===== config.mk =====
export PLATFORM = sky130hd
export DESIGN_NAME = rbp_buffer
export DESIGN_NICKNAME = d
export VERILOG_FILES = /design/src/rbp_pkg.sv /design/src/rbp_buffer.sv
export VERILOG_INCLUDE_DIRS = /design/src
export SDC_FILE = /design/constraint.sdc
export NUM_CORES = 1
export LEC_CHECK = 0
export BUFFER_PORTS_ARGS = -buffer_cell sky130_fd_sc_hd__buf_2
export CAP_MARGIN = 20
export CORE_MARGIN = 8
export CORE_UTILIZATION = 50
export DETAILED_ROUTE_END_ITERATION = 10
export GPL_ROUTABILITY_DRIVEN = 1
export PLACE_DENSITY = 0.73
export SLEW_MARGIN = 25
export SYNTH_ARGS = -nofsm -noshare
export SYNTH_HDL_FRONTEND = slang
export SYNTH_SLANG_ARGS = --single-unit
export TNS_END_PERCENT = 5

===== constraint.sdc =====
create_clock -name clock_i -period 3.9 [get_ports clock_i]
set_input_delay 0.975 -clock clock_i [delete_from_list [all_inputs] [get_ports clock_i]]
set_output_delay 0.975 -clock clock_i [all_outputs]
set_load 0.005 [all_outputs]

===== src/rbp_consts.svh =====
`ifndef RBP_CONSTS_SVH
`define RBP_CONSTS_SVH
`define RBP_DATA_W 25
`define RBP_HALF_W 14
`define RBP_ERR_HOLD 2'h2
`define RBP_RX_SETTLE 4'h4
`define RBP_MASK_ONE 25'h1FFFFB6
`define RBP_MASK_A 25'h0003FB6
`define RBP_MASK_B 25'h0001BBF
`endif


===== src/rbp_pkg.sv =====
`include "rbp_consts.svh"
package rbp_pkg;
  typedef enum logic [1:0] {
    RBP_ONE_TO_ONE = 2'b00,
    RBP_PAIR_A = 2'b10,
    RBP_PAIR_B = 2'b11
  } rbp_mode_e;
  typedef logic [`RBP_DATA_W-1:0] rbp_data_t;
  typedef logic [`RBP_HALF_W-1:0] rbp_half_t;
endpackage : rbp_pkg

===== src/rbp_buffer.sv =====
// Behaviour
// capture only on rising true-clock crossing
// fanout low 25-bit, high 14-bit duplicated
// pair select picks assignment A or B
// parity lags data; first device checks
// second device drives parity and error
// error held low two cycles or reset
// receivers off, floating inputs tolerated in reset
// reset clears registers, forces outputs low; the error output is set high instead
// reset and selects always driven valid
// reset held low until clock stable
// reset fully asynchronous to clock
// outputs stay low until receivers enabled
// both chip-selects high holds data outputs
// any chip-select low updates data outputs
// reset overrides chip-select gating
// rank select may be tied low
// parity lag one or two clocks
// parity out is xor; error when selected
// control outputs always registered
`timescale 1ns/1ns
`default_nettype none
`include "rbp_consts.svh"
module rbp_buffer #(
  // post-reset edges that the outputs stay low while the receivers wake
  parameter int unsigned RX_SETTLE = `RBP_RX_SETTLE
) (
  // clock and reset
  input wire logic clock_i,
  input wire logic rst_n_i,
  // configuration
  input wire logic pair_select_i,
  input wire logic fanout_select_i,
  // controller side
  input wire rbp_pkg::rbp_data_t data_i,
  input wire logic chip_select_data_in_n_i,
  input wire logic chip_select_rank_in_n_i,
  input wire logic clock_enable_in_i,
  input wire logic termination_in_i,
  input wire logic parity_in_i,
  // dram side
  output logic [`RBP_DATA_W-1:0] registered_outputs_o,
  output logic [`RBP_HALF_W-1:0] registered_outputs_b_o,
  output logic [1:0] chip_select_out_n_o,
  output logic [1:0] clock_enable_out_o,
  output logic [1:0] termination_out_o,
  // parity
  output logic parity_out_o,
  output logic parity_error_n_o
);
  import rbp_pkg::*;

  ////////////////////////////////////////////////////////////////////////////
  // state
  typedef struct packed {
    // dram-side copies
    rbp_data_t q;
    rbp_half_t qb;
    logic [1:0] cs;
    logic [1:0] cke;
    logic [1:0] odt;
    // parity result and error latch
    logic parity_out;
    logic err_n;
    logic [1:0] err_cnt;
    // words waiting for their late parity bit
    rbp_data_t par_d1;
    rbp_data_t par_d2;
    logic [1:0] sel_d;
    // wake-up counter
    logic [3:0] settle;
  } rbp_state_s;

  rbp_state_s st;
  rbp_state_s next_st;
  rbp_mode_e mode;
  rbp_data_t cover_mask;
  rbp_data_t look_back;
  rbp_data_t covered;
  wire rbp_half_t dup_copy;
  logic settled;
  logic sel_any;
  logic check_due;
  logic par_res;
  logic err_hit;

  ////////////////////////////////////////////////////////////////////////////
  // configuration decode

  assign mode = rbp_mode_e'({fanout_select_i, fanout_select_i & pair_select_i});

  // covered data bits per pin assignment; bit n holds input n+1
  always_comb begin
    case (mode)
      RBP_ONE_TO_ONE: begin
        cover_mask = `RBP_MASK_ONE;
      end
      RBP_PAIR_A: begin
        cover_mask = `RBP_MASK_A;
      end
      RBP_PAIR_B: begin
        cover_mask = `RBP_MASK_B;
      end
      default: begin
        cover_mask = '0;
      end
    endcase
  end

  ////////////////////////////////////////////////////////////////////////////
  // second output copy

  // one lane per duplicated pin; the b copy stays low in 1:1 so unused pins sit quiet
  for (genvar i = 0; i < `RBP_HALF_W; i++) begin : g_dup
    assign dup_copy[i] = data_i[i] & fanout_select_i;
  end

  ////////////////////////////////////////////////////////////////////////////
  // capture qualifiers

  always_comb begin
    settled = (st.settle == 4'(RX_SETTLE));
    sel_any = ~(chip_select_data_in_n_i & chip_select_rank_in_n_i);
  end

  ////////////////////////////////////////////////////////////////////////////
  // parity check

  // parity trails its data by one clock with pair select low, two with it high, so look back that far
  always_comb begin
    if (pair_select_i) begin
      look_back = st.par_d2;
      check_due = st.sel_d[1];
    end else begin
      look_back = st.par_d1;
      check_due = st.sel_d[0];
    end
    covered = look_back & cover_mask;
    par_res = (^covered) ^ parity_in_i;
    err_hit = check_due & par_res;
  end

  ////////////////////////////////////////////////////////////////////////////
  // next state

  always_comb begin
    next_st = st;
    // hold outputs low while receivers are still waking; inputs may be junk
    if (!settled) begin
      next_st.settle = st.settle + 4'h1;
    end else begin
      // control copies follow every capture, gated or not
      next_st.cs = {2{chip_select_data_in_n_i}};
      next_st.cke = {2{clock_enable_in_i}};
      next_st.odt = {2{termination_in_i}};

      if (sel_any) begin
        next_st.q = data_i;
        next_st.qb = dup_copy;
      end

      // unselected words are never checked, so keep zeros in their slot
      if (sel_any) begin
        next_st.par_d1 = data_i;
      end else begin
        next_st.par_d1 = '0;
      end
      next_st.par_d2 = st.par_d1;
      next_st.sel_d = {st.sel_d[0], sel_any};

      if (check_due) begin
        next_st.parity_out = par_res;
      end

      // a fresh error restarts the two-cycle latch
      if (err_hit) begin
        next_st.err_n = 1'b0;
        next_st.err_cnt = `RBP_ERR_HOLD;
      end else if (st.err_cnt != 2'h0) begin
        next_st.err_cnt = st.err_cnt - 2'h1;
        next_st.err_n = (st.err_cnt == 2'h1);
      end
    end
  end

  ////////////////////////////////////////////////////////////////////////////
  // state register

  // reset needs no clock: outputs drop and the error flag rises at once, even if the clock is dead
  always_ff @(posedge clock_i or negedge rst_n_i) begin
    if (!rst_n_i) begin
      st.q <= '0;
      st.qb <= '0;
      st.cs <= 2'h0;
      st.cke <= 2'h0;
      st.odt <= 2'h0;
      st.parity_out <= 1'b0;
      st.err_n <= 1'b1;
      st.err_cnt <= 2'h0;
      st.par_d1 <= '0;
      st.par_d2 <= '0;
      st.sel_d <= 2'h0;
      st.settle <= 4'h0;
    end else begin
      st <= next_st;
    end
  end

  ////////////////////////////////////////////////////////////////////////////
  // outputs, each straight from its flop

  // data copies
  assign registered_outputs_o = st.q;
  assign registered_outputs_b_o = st.qb;

  // control copies
  assign chip_select_out_n_o = st.cs;
  assign clock_enable_out_o = st.cke;
  assign termination_out_o = st.odt;

  // parity status
  assign parity_out_o = st.parity_out;
  assign parity_error_n_o = st.err_n;
endmodule : rbp_buffer
`default_nettype wire


* Word-level counts from Yosys, hierarchy flattened
Index checks and enable logic that the tools add are counted. W data, S select, Z words.
Word-level totals: flip-flop bits (word level) 102, bits of input ports 34, output and inout port bits 47, word-level logic and storage cells 51
Operators by class: add/sub/neg operators 2, equality and inequality tests 4, mux-type cells 6, bitwise gates (word level) 20, reduce and logical (&&, ||, !) cells 7
Operators with widths (count):
- $pmux W25 S3 | 1
- $mux W25 | 2
- $and A25 B25 Y25 | 1
- $reduce_xor A25 Y1 | 1
- $and A1 B1 Y1 | 17
- $mux W3 | 2
- $reduce_and A2 Y1 | 3
- $add A4 B1 Y4 const B | 1
- $eq A2 B2 Y1 const B | 2
- $eq A4 B3 Y1 const B | 1
- $reduce_bool A2 Y1 | 2
- $eq A2 B1 Y1 const B | 1
- $logic_not A2 Y1 | 1
- $sub A2 B1 Y2 const B | 1
- $mux W1 | 1
- $not A1 Y1 | 1
- $xor A1 B1 Y1 | 1

* Depth between registers and ports, before layout
Gate-level depths: netlist of run 1.
word-level depth 9, depth in mapped cells 8

* Worst setup path after synthesis of run 1
OpenSTA, ideal clock, no wires.
path kind input to register, start point in pair_select_i, end point reg st, in the netlist parity_out_o, setup time 0.125 ns, data arrival time 2.471 ns, required time 3.775 ns, setup slack 1.304 ns, cell stages on the path 7, cells stage by stage buf_6 -> buf_2 -> mux2i_1 -> xnor3_1 -> xnor2_1 -> xnor2_1 -> mux2_4
Between the ends: cells in the longest elaborated chain, start to end 6
RTL lines:
- start, declared | RTL line rbp_buffer.sv:32 | input wire logic pair_select_i,
- $and A1 B1 Y1 | RTL line rbp_buffer.sv:90 | assign mode = rbp_mode_e'({fanout_select_i, fanout_select_i & pair_select_i});
- $eq A2 B2 Y1 / $logic_not A2 Y1 (equally long branches) | RTL line rbp_buffer.sv:94 | case (mode)
- $pmux W25 S3 | RTL line rbp_buffer.sv:94
- $and A25 B25 Y25 | RTL line rbp_buffer.sv:138 | covered = look_back & cover_mask;
- $reduce_xor A25 Y1 | RTL line rbp_buffer.sv:139 | par_res = (^covered) ^ parity_in_i;
- $xor A1 B1 Y1 | RTL line rbp_buffer.sv:139
- end signal, assigned | RTL line rbp_buffer.sv:205 | st <= next_st;
- end, declared | RTL line rbp_buffer.sv:74 | rbp_state_s st;
Several ways; a longest one is shown, not always the timed one. A chain may end at the register's enable or synchronous reset.

* Final worst setup path of run 1
Same ends and word-level chain as after synthesis.

==> impl_results.rst, run 1 <==
.. list-table::
   :header-rows: 1

   * - Metric
     - Value
   * - Clock Pin Slew Worst Setup and Hold Paths
     - 0.09 ns
   * - Number of antenna repair diodes
     - 0
   * - Post-synthesis net count
     - 455
   * - Drt via density
     - 5.03
   * - Clk_lat worst skew
     - 0.35 ns
   * - Multi-input gate area in the final layout
     - 0.00163 mm²
   * - HPWL Detailed
     - 6040 µm
   * - Area of the die
     - 0.0124 mm²
   * - Post-CTS setup buffer count
     - 0
   * - GR Util All Layers
     - 14.5%
   * - Post-synthesis share of cell area spent on and, or, nand and nor gates
     - 11.6%
   * - Capture point of the worst reg-to-reg path
     - st[57]
   * - Rows
     - 35
   * - Placed instance area
     - 0.00476 mm²
   * - Worst endpoint data arrival time
     - 2.82 ns
   * - Sum of negative setup slack
     - 0 ns
   * - Worst reg-to-reg setup slack
     - 1.50 ns
   * - Max-slew violation count
     - 0
   * - Detail Route Antenna Nets
     - 0
   * - Worst Hold End
     - registered_outputs_b_o[3]
   * - Primary flip-flop cell chosen by synthesis mapping
     - sky130_fd_sc_hd__dfrtp_1
   * - Die Y-Extent
     - 112 µm
   * - Worst Hold Launch
     - registered_outputs_b_o[3]
   * - Number of nets in the layout
     - 488
   * - DRT iter0 DRCs
     - 129
   * - Number of enable flip-flop cells after synthesis
     - 0
   * - Status
     - finished, final reports clean
   * - Resized cells post-CTS
     - 0
   * - Clock Path Buffers
     - 2
   * - FILL cells
     - 778
   * - Cells on Worst Hold Path
     - 2
   * - Core ar.
     - 0.00906 mm²
   * - Most prevalent standard cell on the critical path
     - sky130_fd_sc_hd__xnor2_1
   * - Area delta synth->final
     - 9.05%
   * - Number of design rule violations left after detail routing
     - 0
   * - Total Wirelength
     - 8650 µm
   * - CTS sink count
     - 100
   * - Worst path top cell family by delay
     - XOR/XNOR gates
   * - Initial antenna violation count
     - 0
   * - Synth Area in Compound Gates
     - 5.95%
   * - Number of levels the H-tree was split into
     - 3
   * - Largest family of logic cells by synthesized area
     - simple AND/OR/NAND/NOR gates
   * - Power density relative to cell area
     - 459 mW/mm²
   * - Adder-cell area share of the yosys netlist
     - 1.10%
   * - Class of the tightest hold or removal check
     - flop to flop
   * - Period utilization
     - 66.1%
   * - Setup-violating endpoint count in the final report
     - 0
   * - Critical-path maximum fanout
     - 15
   * - Starting density of the core
     - 50.3%
   * - Final instance area
     - 0.00497 mm²
   * - Post-layout min period
     - 2.58 ns
   * - Maximum clock frequency
     - 388 MHz
   * - Cell count after synthesis
     - 417
   * - Portion of the post-synthesis area used by sequential elements
     - 54.9%
   * - Number of cells on the worst reg-to-reg path
     - 7
   * - Xor and xnor area share after synthesis
     - 7.13%
   * - Register bit total from synthesis
     - 100
   * - Kind of start point of the critical path
     - input pin
   * - Drt wl/cell
     - 15.3 µm
   * - Count of maximum capacitance violations
     - 0
   * - Post-synthesis async set-or-reset flop share
     - 100%
   * - Buffers on Ports
     - 80
   * - Required time at the endpoint of the critical path
     - 4.15 ns
   * - Via count
     - 2,846
   * - Path type of the worst setup path
     - input pin to flop
   * - Post-route clock skew
     - 0.00927 ns
   * - Startpoint of the most critical register-to-register path
     - st[0]
   * - Worst Tran Pin Value
     - 0.910 ns
   * - Register area
     - 0.00250 mm²
   * - Cell type of the slowest stage on the worst timing path
     - sky130_fd_sc_hd__buf_2
   * - Number of hold-slack violations in the final timing report
     - 0
   * - Max VDD drop
     - 0.000250 V
   * - # IOs
     - 81
   * - Global-route congestion overflow total
     - 0
   * - Number of warnings reported in the yosys synthesis log
     - 0
   * - Total clock buffers created by CTS
     - 9
   * - Delay of the slowest cell on the worst path
     - 0.34 ns
   * - Netlist area before placement
     - 0.00456 mm²
   * - Avg Synthesized Cell Area
     - 10.9 µm²
   * - Relative max-transition margin
     - 39.1%
   * - Kind of end point of the critical path
     - flop
   * - Static leakage
     - 2.60 nW
   * - Number of hold buffers added after cts
     - 0
   * - Global-route wire length before repair
     - 14,800 µm
   * - Vias in the first global route
     - 2,996
   * - Layout cells sized above 1
     - 28.8%
   * - CP bufs+invs
     - 1
   * - Critical Path, Cell by Cell
     - buf_2, mux2i_1, xnor2_1, xnor2_1, xnor3_1, xnor2_1, xnor2_1, mux2_4
   * - Width of the chip
     - 112 µm
   * - CTS root buf
     - sky130_fd_sc_hd__clkbuf_8
   * - Unrepaired setup endpoints after global routing
     - no
   * - Routability cong.
     - 0.774
   * - Mux share of post-synthesis cell area
     - 9.63%
   * - Pre-antenna DRT Iters
     - 4
   * - Maximum number of pins on one net before global-route repair
     - 47
   * - Distinct cell type count after synthesis
     - 24
   * - CTS tree
     - yes
metal layers:
| metal | up-vias | global-route usage [%] | share of wire [%] |
|---|---|---|---|
| met5 | - | 0 | 0 |
| met4 | 0 | 4.92 | 1.1 |
| met3 | 6 | 3.95 | 4.0 |
| met2 | 43 | 24.5 | 52 |
| met1 | 1413 | 17.5 | 43 |
| li1 | 1384 | - | - |
flip-flops by register name (all words and copies together), names as in the netlist:
name / flops
registered_outputs_o: 25
registered_outputs_b_o: 14
st: 56
parity_out_o: 1
parity_error_n_o: 1
termination_out_o: 1
clock_enable_out_o: 1
chip_select_out_n_o: 1
cell usage after synthesis, types with 4 or more instances:
cell type	number	area [µm²]
sky130_fd_sc_hd__mux2_2	27	304
sky130_fd_sc_hd__mux2i_1	12	120
sky130_fd_sc_hd__dfrtp_1	99	2480
sky130_fd_sc_hd__nor2_1	6	22.5
sky130_fd_sc_hd__nand2_1	110	413
sky130_fd_sc_hd__buf_4	45	338
sky130_fd_sc_hd__nand3_1	15	75.1
sky130_fd_sc_hd__clkbuf_1	17	63.8
sky130_fd_sc_hd__a22o_1	23	201
sky130_fd_sc_hd__ha_1	4	50.1
sky130_fd_sc_hd__xor2_1	17	149
sky130_fd_sc_hd__inv_1	5	18.8
sky130_fd_sc_hd__xnor2_1	15	131
sky130_fd_sc_hd__a21oi_1	5	25.0
kinds of logic (layout without fill, tap and decap cells):
| kind of cell | after synthesis | in the layout |
|---|---|---|
| flip-flops | 100 | 100 |
| adder cells (fa/ha/maj) | 4 | 4 |
| multiplexers | 40 | 40 |
| AO/OA/AOI/OAI | 35 | 35 |
| AND/OR/NAND/NOR | 134 | 134 |
| buffers and inverters | 70 | 108 |
| XOR/XNOR | 34 | 34 |
layout by cell type, fill, tap and decap left out, types with 3 or more instances in the layout:
cell type,netlist,routed
sky130_fd_sc_hd__a21o_1,3,3
sky130_fd_sc_hd__a21oi_1,5,4
sky130_fd_sc_hd__a22o_1,23,23
sky130_fd_sc_hd__buf_2,2,79
sky130_fd_sc_hd__buf_4,45,7
sky130_fd_sc_hd__clkbuf_8,0,10
sky130_fd_sc_hd__dfrtp_1,99,99
sky130_fd_sc_hd__ha_1,4,4
sky130_fd_sc_hd__inv_1,5,5
sky130_fd_sc_hd__mux2_2,27,27
sky130_fd_sc_hd__mux2i_1,12,12
sky130_fd_sc_hd__nand2_1,110,110
sky130_fd_sc_hd__nand3_1,15,15
sky130_fd_sc_hd__nor2_1,6,6
sky130_fd_sc_hd__o21ai_0,3,3
sky130_fd_sc_hd__xnor2_1,15,15
sky130_fd_sc_hd__xor2_1,17,17
metrics by stage:
stage / total power, W / hold slack (ns) / setup WS [ns] / cells / utilization, %
final: 0.00228 / 0.470 / 1.32 / 566 / 54.9
after global routing: 0.00240 / 0.493 / 1.23 / 566 / 54.9
after CTS: 0.00231 / 0.472 / 1.33 / 566 / 54.9
after detailed placement: 0.00159 / 0.451 / 0.954 / 550 / 52.5
after global placement: 0.00157 / 0.445 / 0.980 / 550 / 52.5
after floorplan: 0.00150 / 0.440 / 1.30 / 417 / -
worst max path at each step:
| stage | start | cells past startpoint | to |
|---|---|---|---|
| after floorplan | pair_select_i | 7 | parity_out_o |
| after global placement | pair_select_i | 8 | parity_out_o |
| after detailed placement | pair_select_i | 8 | parity_out_o |
| after CTS | pair_select_i | 8 | parity_out_o |
| after global routing | pair_select_i | 8 | parity_out_o |
| final | pair_select_i | 8 | parity_out_o |
where the power goes:
part | switching (W) | internal [W]
clock | 0.000336 | 0.000379
combinational | 0.000189 | 0.000196
sequential | 0.0000568 | 0.00113
cell type report:
| cell class | count | area share (%) |
|---|---|---|
| clock inverter | 4 | 1.46 |
| clock buffer | 12 | 2.92 |
| timing repair buffer | 87 | 9.41 |
| sequential | 100 | 50.3 |
| inverter | 5 | 0.377 |
| tap | 111 | 2.79 |
| multi-input combinational | 247 | 32.7 |
tightest hold or removal path: stages (launching register included):
cell                      delay [ns]
sky130_fd_sc_hd__dfrtp_1        0.35
sky130_fd_sc_hd__nand2_1        0.05
sky130_fd_sc_hd__nand2_1        0.05
(Power assumes the default switching activity.)
==> inputs of run 2 (changes only) <==
Settings changed: PLACE_DENSITY 0.73 to 0.75.
Clock period 3.9 ns to 2.35 ns, I/O delays scaled along.
==> run 2 against run 1 <==
Net effect:
- core utilization rose by 0.62 points
- die area did not move
- final cell count rose by 0.35%
- non-clock buffer count rose by 2
- combinational power rose by 69%
- worst setup slack got worse by 0.95 ns
- global-route usage fell by 0.19 points
- clock-buffer cell count fell by 1
- critical path type unchanged
==> impl_results.rst, run 2 (synthesis gave the netlist of run 1 again) <==
.. list-table::
   :header-rows: 1

   * - Metric
     - Value
   * - Status
     - finished, final reports clean
   * - Post-CTS setup buffer count
     - 0 (unchanged)
   * - Class of the tightest hold or removal check
     - input pin to async pin
   * - Required time at the endpoint of the critical path
     - 2.60 ns (-1.55 ns)
   * - Max-slew violation count
     - 0 (unchanged)
   * - Post-route clock skew
     - 0.0126 ns (+0.00331 ns)
   * - Clock Pin Slew Worst Setup and Hold Paths
     - 0.10 ns (about the same)
   * - Number of design rule violations left after detail routing
     - 0 (unchanged)
   * - Maximum number of pins on one net before global-route repair
     - 60 (+28%)
   * - Sum of negative setup slack
     - 0 ns (unchanged)
   * - FILL cells
     - 786 (+1.0%)
   * - Highest-count cells in the layout ignoring fill and taps
     - sky130_fd_sc_hd__nand2_1, sky130_fd_sc_hd__dfrtp_1, sky130_fd_sc_hd__buf_2
   * - Power density relative to cell area
     - 767 mW/mm² (+67%)
   * - Largest Register
     - st
   * - GR Util All Layers
     - 14.3% (-0.19 points)
   * - Internal power of the cells
     - 0.00287 W (+68%)
   * - Initial antenna violation count
     - 0 (unchanged)
   * - Static leakage
     - 2.64 nW (+1.3%)
   * - Most frequent standard cell in the layout excluding fill and tap cells
     - sky130_fd_sc_hd__nand2_1
   * - Number of hold-slack violations in the final timing report
     - 0 (unchanged)
   * - Critical-path maximum fanout
     - 7 (-8)
   * - Core ar.
     - 0.00906 mm² (unchanged)
   * - Most prevalent standard cell on the critical path
     - sky130_fd_sc_hd__xnor2_1
   * - Starting density of the core
     - 50.3% (unchanged)
   * - Path type of the worst setup path
     - input pin to flop
   * - Critical Path, Cell by Cell
     - buf_2, buf_4, o21ai_0, xnor2_1, xnor3_1, xnor2_1, xnor2_1, mux2_4
   * - CTS root buf
     - sky130_fd_sc_hd__clkbuf_8
   * - Clock Power Share
     - 32.2% (+0.9 points)
   * - Clk_lat worst skew
     - 0.37 ns (+0.02 ns)
   * - Maximum clock frequency
     - 505 MHz
   * - Via count
     - 2,866 (+0.70%)
   * - Worst Tran Pin Value
     - 0.679 ns (-0.231 ns)
   * - Total Wirelength
     - 8480 µm (-2.0%)
   * - CTS sink count
     - 100 (unchanged)
   * - Vias in the first global route
     - 3,006 (+0.33%)
   * - Global-route wire length before repair
     - 14,600 µm (-0.93%)
   * - WHS
     - 0.192 ns (-0.278 ns)
   * - Max reg flops
     - 56 (unchanged)
   * - Total clock buffers created by CTS
     - 9 (unchanged)
   * - Area of the die
     - 0.0124 mm² (unchanged)
   * - Detail Route Antenna Nets
     - 0 (unchanged)
   * - Kind of start point of the critical path
     - input pin
   * - Fraction of power spent switching nets
     - 25.7% (+0.23 points)
   * - Kind of end point of the critical path
     - flop
   * - DRT iter0 DRCs
     - 151 (+17%)
   * - Buffers on Ports
     - 80 (unchanged)
   * - Global-route congestion overflow total
     - 0 (unchanged)
   * - Relative max-transition margin
     - 54.7% (+16 points)
   * - Rows
     - 35 (unchanged)
   * - Unrepaired setup endpoints after global routing
     - no
   * - Combinational group share of total power
     - 16.9% (about the same)
   * - Number of nets in the layout
     - 490 (+0.41%)
   * - Number of levels the H-tree was split into
     - 3 (unchanged)
   * - Resized cells post-CTS
     - 0 (unchanged)
   * - Layout cells sized above 1
     - 29.5% (+0.75 points)
   * - Placed instance area
     - 0.00480 mm² (+0.84%)
   * - Period utilization
     - 84.3%
   * - Cell type of the slowest stage on the worst timing path
     - sky130_fd_sc_hd__xnor3_1
   * - HPWL Detailed
     - 6020 µm (-0.37%)
   * - Width of the chip
     - 112 µm (unchanged)
   * - Count of maximum capacitance violations
     - 0 (unchanged)
   * - Drt via density
     - 5.05 (+0.35%)
   * - Number of antenna repair diodes
     - 0 (unchanged)
   * - Net Sw Power
     - 0.000992 W (+71%)
   * - # IOs
     - 81 (unchanged)
   * - Portion of total power attributed to sequential cells
     - 50.9% (-0.9 points)
   * - Clock Path Buffers
     - 2 (unchanged)
   * - CTS tree
     - yes
   * - Pre-antenna DRT Iters
     - 4 (unchanged)
   * - Worst endpoint data arrival time
     - 2.24 ns (-0.58 ns)
   * - Number of hold buffers added after cts
     - 0 (unchanged)
   * - Routability cong.
     - 0.784 (+1.3%)
   * - Drt wl/cell
     - 14.9 µm (-2.3%)
   * - Final instance area
     - 0.00503 mm² (+1.1%)
   * - Setup-violating endpoint count in the final report
     - 0 (unchanged)
   * - Delay of the slowest cell on the worst path
     - 0.36 ns (+0.02 ns)
   * - Die Y-Extent
     - 112 µm (unchanged)
   * - Post-layout min period
     - 1.98 ns
   * - Max VDD drop
     - 0.000376 V (+50%)
   * - Area delta synth->final
     - 10.3%
[run 2: changes by cell type in the layout (fill, tap and decap cells not counted)]
cell,delta
sky130_fd_sc_hd__buf_12,+2
sky130_fd_sc_hd__inv_6,+1
sky130_fd_sc_hd__clkinv_4,+1
sky130_fd_sc_hd__clkbuf_1,-2
sky130_fd_sc_hd__clkbuf_8,+1
sky130_fd_sc_hd__clkinvlp_4,-1
[run 2: cell type report]
type	count	area, µm²	area share [%]
Clock inverter	5	82.6	1.64
Sequential cell	100	2500	49.8
Multi-Input combinational cell	247	1630	32.4
Tap cell	111	139	2.76
Inverter	5	18.8	0.373
Timing Repair Buffer	89	508	10.1
Clock buffer	11	151	3.01
[run 2: power by group through the flow]
stage	combinational [W]	clock [W]	sequential [W]
after global placement	0.000640	0	0.00199
after floorplan	0.000508	0	0.00197
after CTS	0.000668	0.00128	0.00196
after global routing	0.000743	0.00133	0.00198
final	0.000652	0.00124	0.00196
after detailed placement	0.000665	0	0.00200
[run 2: stage by stage]
stage	total power (W)	setup slack, ns	cells	util, %
after floorplan	0.00248	0.142	417	-
after global placement	0.00263	0.0313	552	52.9
after detailed placement	0.00266	-0.0287	552	52.9
after CTS	0.00391	0.366	568	55.5
after global routing	0.00405	0.222	568	55.5
final	0.00386	0.369	568	55.5
[run 2: per-layer routing]
metal	wire [µm]	global-route usage, %
met2	4120	22.7
met1	3880	18.4
met4	204	7.29
met3	278	2.81
met5	0	0
[run 2: worst max-delay path, delay by kind of cell]
kind | cells | cell delay, ns
compound gates | 1 | 0.22
mux | 1 | 0.27
buf+inv | 2 | 0.30
xor+xnor | 4 | 0.85
[run 2: path summary, 6_finish.rpt]
check                                                start                         end  slack [ns]  cells after the start
min in group clock_i                             data_i[6]     registered_outputs_o[6]        0.41                      3
worst min register to register  registered_outputs_b_o[10]  registered_outputs_b_o[10]        0.47                      2
worst max register to register                      st[49]                parity_out_o        0.39                      7
max in group asynchronous                          rst_n_i     registered_outputs_o[0]        1.50                      2
worst max-delay path                         pair_select_i                parity_out_o        0.37                      8
worst min-delay path                               rst_n_i                      st[40]        0.19                      1
==> inputs of run 3 (changes only) <==
Settings changed: ABC_AREA set to 1, PLACE_DENSITY 0.75 to 0.72.
Clock period 2.35 ns to 2 ns, I/O delays scaled along.
==> run 3 against run 2 <==
Net effect:
- clock skew is 0.0081 ns lower
- clock-buffer cell count is 2 lower
- global-route usage is 2.7 points higher
- clock power is 15% higher
- die area is 6.9% higher
- non-clock buffer count is 5 higher
- highest routed layer unchanged
==> impl_results.rst, run 3 <==
.. list-table::
   :header-rows: 1

   * - Metric
     - Value
   * - Worst endpoint data arrival time
     - 2.06 ns (-0.18 ns)
   * - Clock Pin Slew Worst Setup and Hold Paths
     - 0.09 ns (about the same)
   * - Detail Route Antenna Nets
     - 0 (unchanged)
   * - Setup-violating endpoint count in the final report
     - 0 (unchanged)
   * - Rows
     - 36 (+2.9%)
   * - Most numerous cell in the Yosys netlist
     - sky130_fd_sc_hd__nand2_1
   * - Combinational group share of total power
     - 16.8% (about the same)
   * - Pre-antenna DRT Iters
     - 4 (unchanged)
   * - Starting density of the core
     - 50.9% (+0.61 points)
   * - Routability cong.
     - 0.791 (+0.96%)
   * - Post-route clock skew
     - 0.00446 ns (-0.00812 ns)
   * - Number of nets in the layout
     - 703 (+43%)
   * - Number of enable flip-flop cells after synthesis
     - 0 (unchanged)
   * - Total clock buffers created by CTS
     - 9 (unchanged)
   * - Area delta synth->final
     - 11.1%
   * - Kind of start point of the critical path
     - flop
   * - GR Util All Layers
     - 17.0% (+2.7 points)
   * - Internal power of the cells
     - 0.00319 W (+11%)
   * - Avg Synthesized Cell Area
     - 7.84 µm² (-28%)
   * - Most frequent standard cell in the layout excluding fill and tap cells
     - sky130_fd_sc_hd__nand2_1
   * - # IOs
     - 81 (unchanged)
   * - Fraction of power spent switching nets
     - 28.5% (+2.8 points)
   * - Max reg flops
     - 56 (unchanged)
   * - Class of the tightest hold or removal check
     - input pin to async pin
   * - Number of warnings reported in the yosys synthesis log
     - 0 (unchanged)
   * - Status
     - finished, final reports clean
   * - Number of hold-slack violations in the final timing report
     - 0 (unchanged)
   * - Period utilization
     - 89.5%
   * - Global-route congestion overflow total
     - 0 (unchanged)
   * - Die Y-Extent
     - 115 µm (+3.4%)
   * - Clk_lat worst skew
     - 0.37 ns (about the same)
   * - Path type of the worst setup path
     - flop to flop
   * - Area of the die
     - 0.0133 mm² (+6.9%)
   * - Synth cell count leaders
     - sky130_fd_sc_hd__nand2_1, sky130_fd_sc_hd__dfrtp_1, sky130_fd_sc_hd__o21ai_0, sky130_fd_sc_hd__inv_1, sky130_fd_sc_hd__buf_4
   * - Sum of negative setup slack
     - 0 ns (unchanged)
   * - Critical-path maximum fanout
     - 35 (+28)
   * - Vias in the first global route
     - 3,960 (+32%)
   * - Register area
     - 0.00250 mm² (unchanged)
   * - Via count
     - 3,939 (+37%)
   * - Total Wirelength
     - 10,600 µm (+25%)
   * - Number of antenna repair diodes
     - 0 (unchanged)
   * - Post-layout min period
     - 1.79 ns
   * - Netlist area before placement
     - 0.00493 mm² (+8.1%)
   * - Initial antenna violation count
     - 0 (unchanged)
   * - Post-layout power
     - 0.00446 W (+16%)
   * - Required time at the endpoint of the critical path
     - 2.27 ns (-0.33 ns)
   * - Relative max-transition margin
     - 75.9% (+21 points)
   * - DRT iter0 DRCs
     - 252 (+67%)
   * - Register bit total from synthesis
     - 100 (unchanged)
   * - Post-synthesis async set-or-reset flop share
     - 100% (unchanged)
   * - Core ar.
     - 0.00968 mm² (+6.8%)
   * - Multi-input gate area in the final layout
     - 0.00175 mm² (+7.6%)
   * - Cell count after synthesis
     - 629 (+51%)
   * - Most area-consuming cells after synthesis
     - sky130_fd_sc_hd__dfrtp_1, sky130_fd_sc_hd__nand2_1, sky130_fd_sc_hd__o21ai_0
   * - Kind of end point of the critical path
     - flop
   * - Portion of the post-synthesis area used by sequential elements
     - 50.8% (-4.1 points)
   * - Largest Register
     - st
   * - Max VDD drop
     - 0.000428 V (+14%)
   * - Clock Path Buffers
     - 2 (unchanged)
   * - Top cell type's share of synthesized area
     - 50.2% (-4.1 points)
   * - Layout cells sized above 1
     - 17.6% (-12 points)
   * - CTS sink count
     - 100 (unchanged)
   * - Net Sw Power
     - 0.00127 W (+28%)
   * - Global-route wire length before repair
     - 18,000 µm (+23%)
   * - Highest-count cells in the layout ignoring fill and taps
     - sky130_fd_sc_hd__nand2_1, sky130_fd_sc_hd__dfrtp_1, sky130_fd_sc_hd__buf_2
   * - Distinct cell type count after synthesis
     - 24 (unchanged)
   * - Width of the chip
     - 115 µm (+3.4%)
   * - HPWL Detailed
     - 7590 µm (+26%)
   * - Number of design rule violations left after detail routing
     - 0 (unchanged)
   * - Buffers on Ports
     - 80 (unchanged)
   * - Number of levels the H-tree was split into
     - 3 (unchanged)
   * - Portion of total power attributed to sequential cells
     - 51.2% (+0.3 points)
   * - Maximum clock frequency
     - 559 MHz
   * - Count of maximum capacitance violations
     - 0 (unchanged)
   * - Post-synthesis net count
     - 667 (+47%)
   * - Worst Tran Pin Value
     - 0.362 ns (-0.318 ns)
   * - CTS tree
     - yes
   * - Max-slew violation count
     - 0 (unchanged)
   * - WHS
     - 0.0294 ns (-0.163 ns)
   * - Drt wl/cell
     - 13.2 µm (-12%)
   * - Top cell type by total area after synthesis
     - sky130_fd_sc_hd__dfrtp_1
   * - Primary flip-flop cell chosen by synthesis mapping
     - sky130_fd_sc_hd__dfrtp_1
   * - Static leakage
     - 2.96 nW (+12%)
   * - Clock Power Share
     - 32.0% (-0.2 points)
   * - Post-CTS setup buffer count
     - 0 (unchanged)
   * - FILL cells
     - 880 (+12%)
   * - Maximum number of pins on one net before global-route repair
     - 61 (+1.7%)
   * - CTS root buf
     - sky130_fd_sc_hd__clkbuf_8
   * - Drt via density
     - 4.91 (-2.8%)
   * - Power density relative to cell area
     - 815 mW/mm² (+6.3%)
==> run 3: cell count changes in the layout (fill, tap and decap cells not counted), sizes merged, moves of 12 or more <==
cell   change
nand3     +17
nand2    +134
inv       +63
a22o      -23
mux2i     -12
xor2      -14
mux2      -28
o21ai     +76
==> run 3: final cells by class <==
type / count / share of cell area, %
multi-input cells: 392 / 32.0
flip-flops and latches: 100 / 45.7
clock inverters: 7 / 1.80
well taps: 133 / 3.04
clock buffers: 9 / 2.26
inverters: 68 / 4.66
repair buffers: 94 / 10.6
==> run 3: worst paths after layout <==
path | from | end | slack [ns] | cells after the start
min in group clock_i | termination_in_i | termination_out_o[0] | 0.33 | 3
setup / recovery | st[0] | st[56] | 0.21 | 8
hold reg to reg | registered_outputs_o[6] | registered_outputs_o[6] | 0.48 | 2
setup reg to reg | st[0] | st[56] | 0.21 | 8
hold / removal | rst_n_i | registered_outputs_o[22] | 0.03 | 1
max in group asynchronous | rst_n_i | st[14] | 1.42 | 2
==> run 3: critical path, cell delays in order (launching register included) <==
cell                      delay (ns)
sky130_fd_sc_hd__dfrtp_1        0.39
sky130_fd_sc_hd__inv_1          0.11
sky130_fd_sc_hd__ha_1           0.15
sky130_fd_sc_hd__inv_1          0.06
sky130_fd_sc_hd__nor3_4         0.23
sky130_fd_sc_hd__buf_4          0.38
sky130_fd_sc_hd__nand2_1        0.18
sky130_fd_sc_hd__nand3_1        0.13
sky130_fd_sc_hd__nand2_1        0.06
==> run 3: layer usage <==
metal	GRT usage, %	up-vias	wire length, µm	part of all wire (%)
li1	-	1989	-	-
met1	21.4	1858	4870	46
met2	26.9	78	4900	46
met3	4.41	14	619	5.8
met4	7.88	0	214	2.0
met5	0	-	0	0
==> run 3: stage by stage <==
stage	util (%)	std cells	cell area, µm²	setup WS [ns]
5_1_grt	56.6	803	5480	-0.00204
3_3_place_gp	54.0	787	5230	-0.130
4_1_cts	56.3	803	5460	0.110
2_1_floorplan	-	629	4930	0.178
3_5_place_dp	54.0	787	5230	-0.193
6_report	56.6	803	5480	0.210
==> run 3: cell families (layout without fill, tap and decap cells) <==
logic type	count (synthesis)	after routing	synth area share, %
DFF	100	100	50.8
adders and majority gates	4	4	1.01
xor gates and xnor gates	7	7	1.24
buffers and inverters	137	178	14.2
AOI/OAI and AO/OA	90	90	9.41
and+or+nand+nor	291	291	23.4
==> run 3: power by group through the flow <==
stage	combinational (W)	sequential [W]	clock, W
detailed placement	0.000744	0.00232	0
global route	0.000868	0.00231	0.00155
floorplan	0.000547	0.00230	0
CTS	0.000749	0.00229	0.00147
finish	0.000750	0.00229	0.00143
global placement	0.000712	0.00231	0
==> run 3: what timing repair did <==
| item | 4_1_cts | 5_1_grt |
|---|---|---|
| hold buffers | 0 | 0 |
| gates resized for setup | 0 | 5 |
| endpoints found under the setup margin | 0 | 14 |
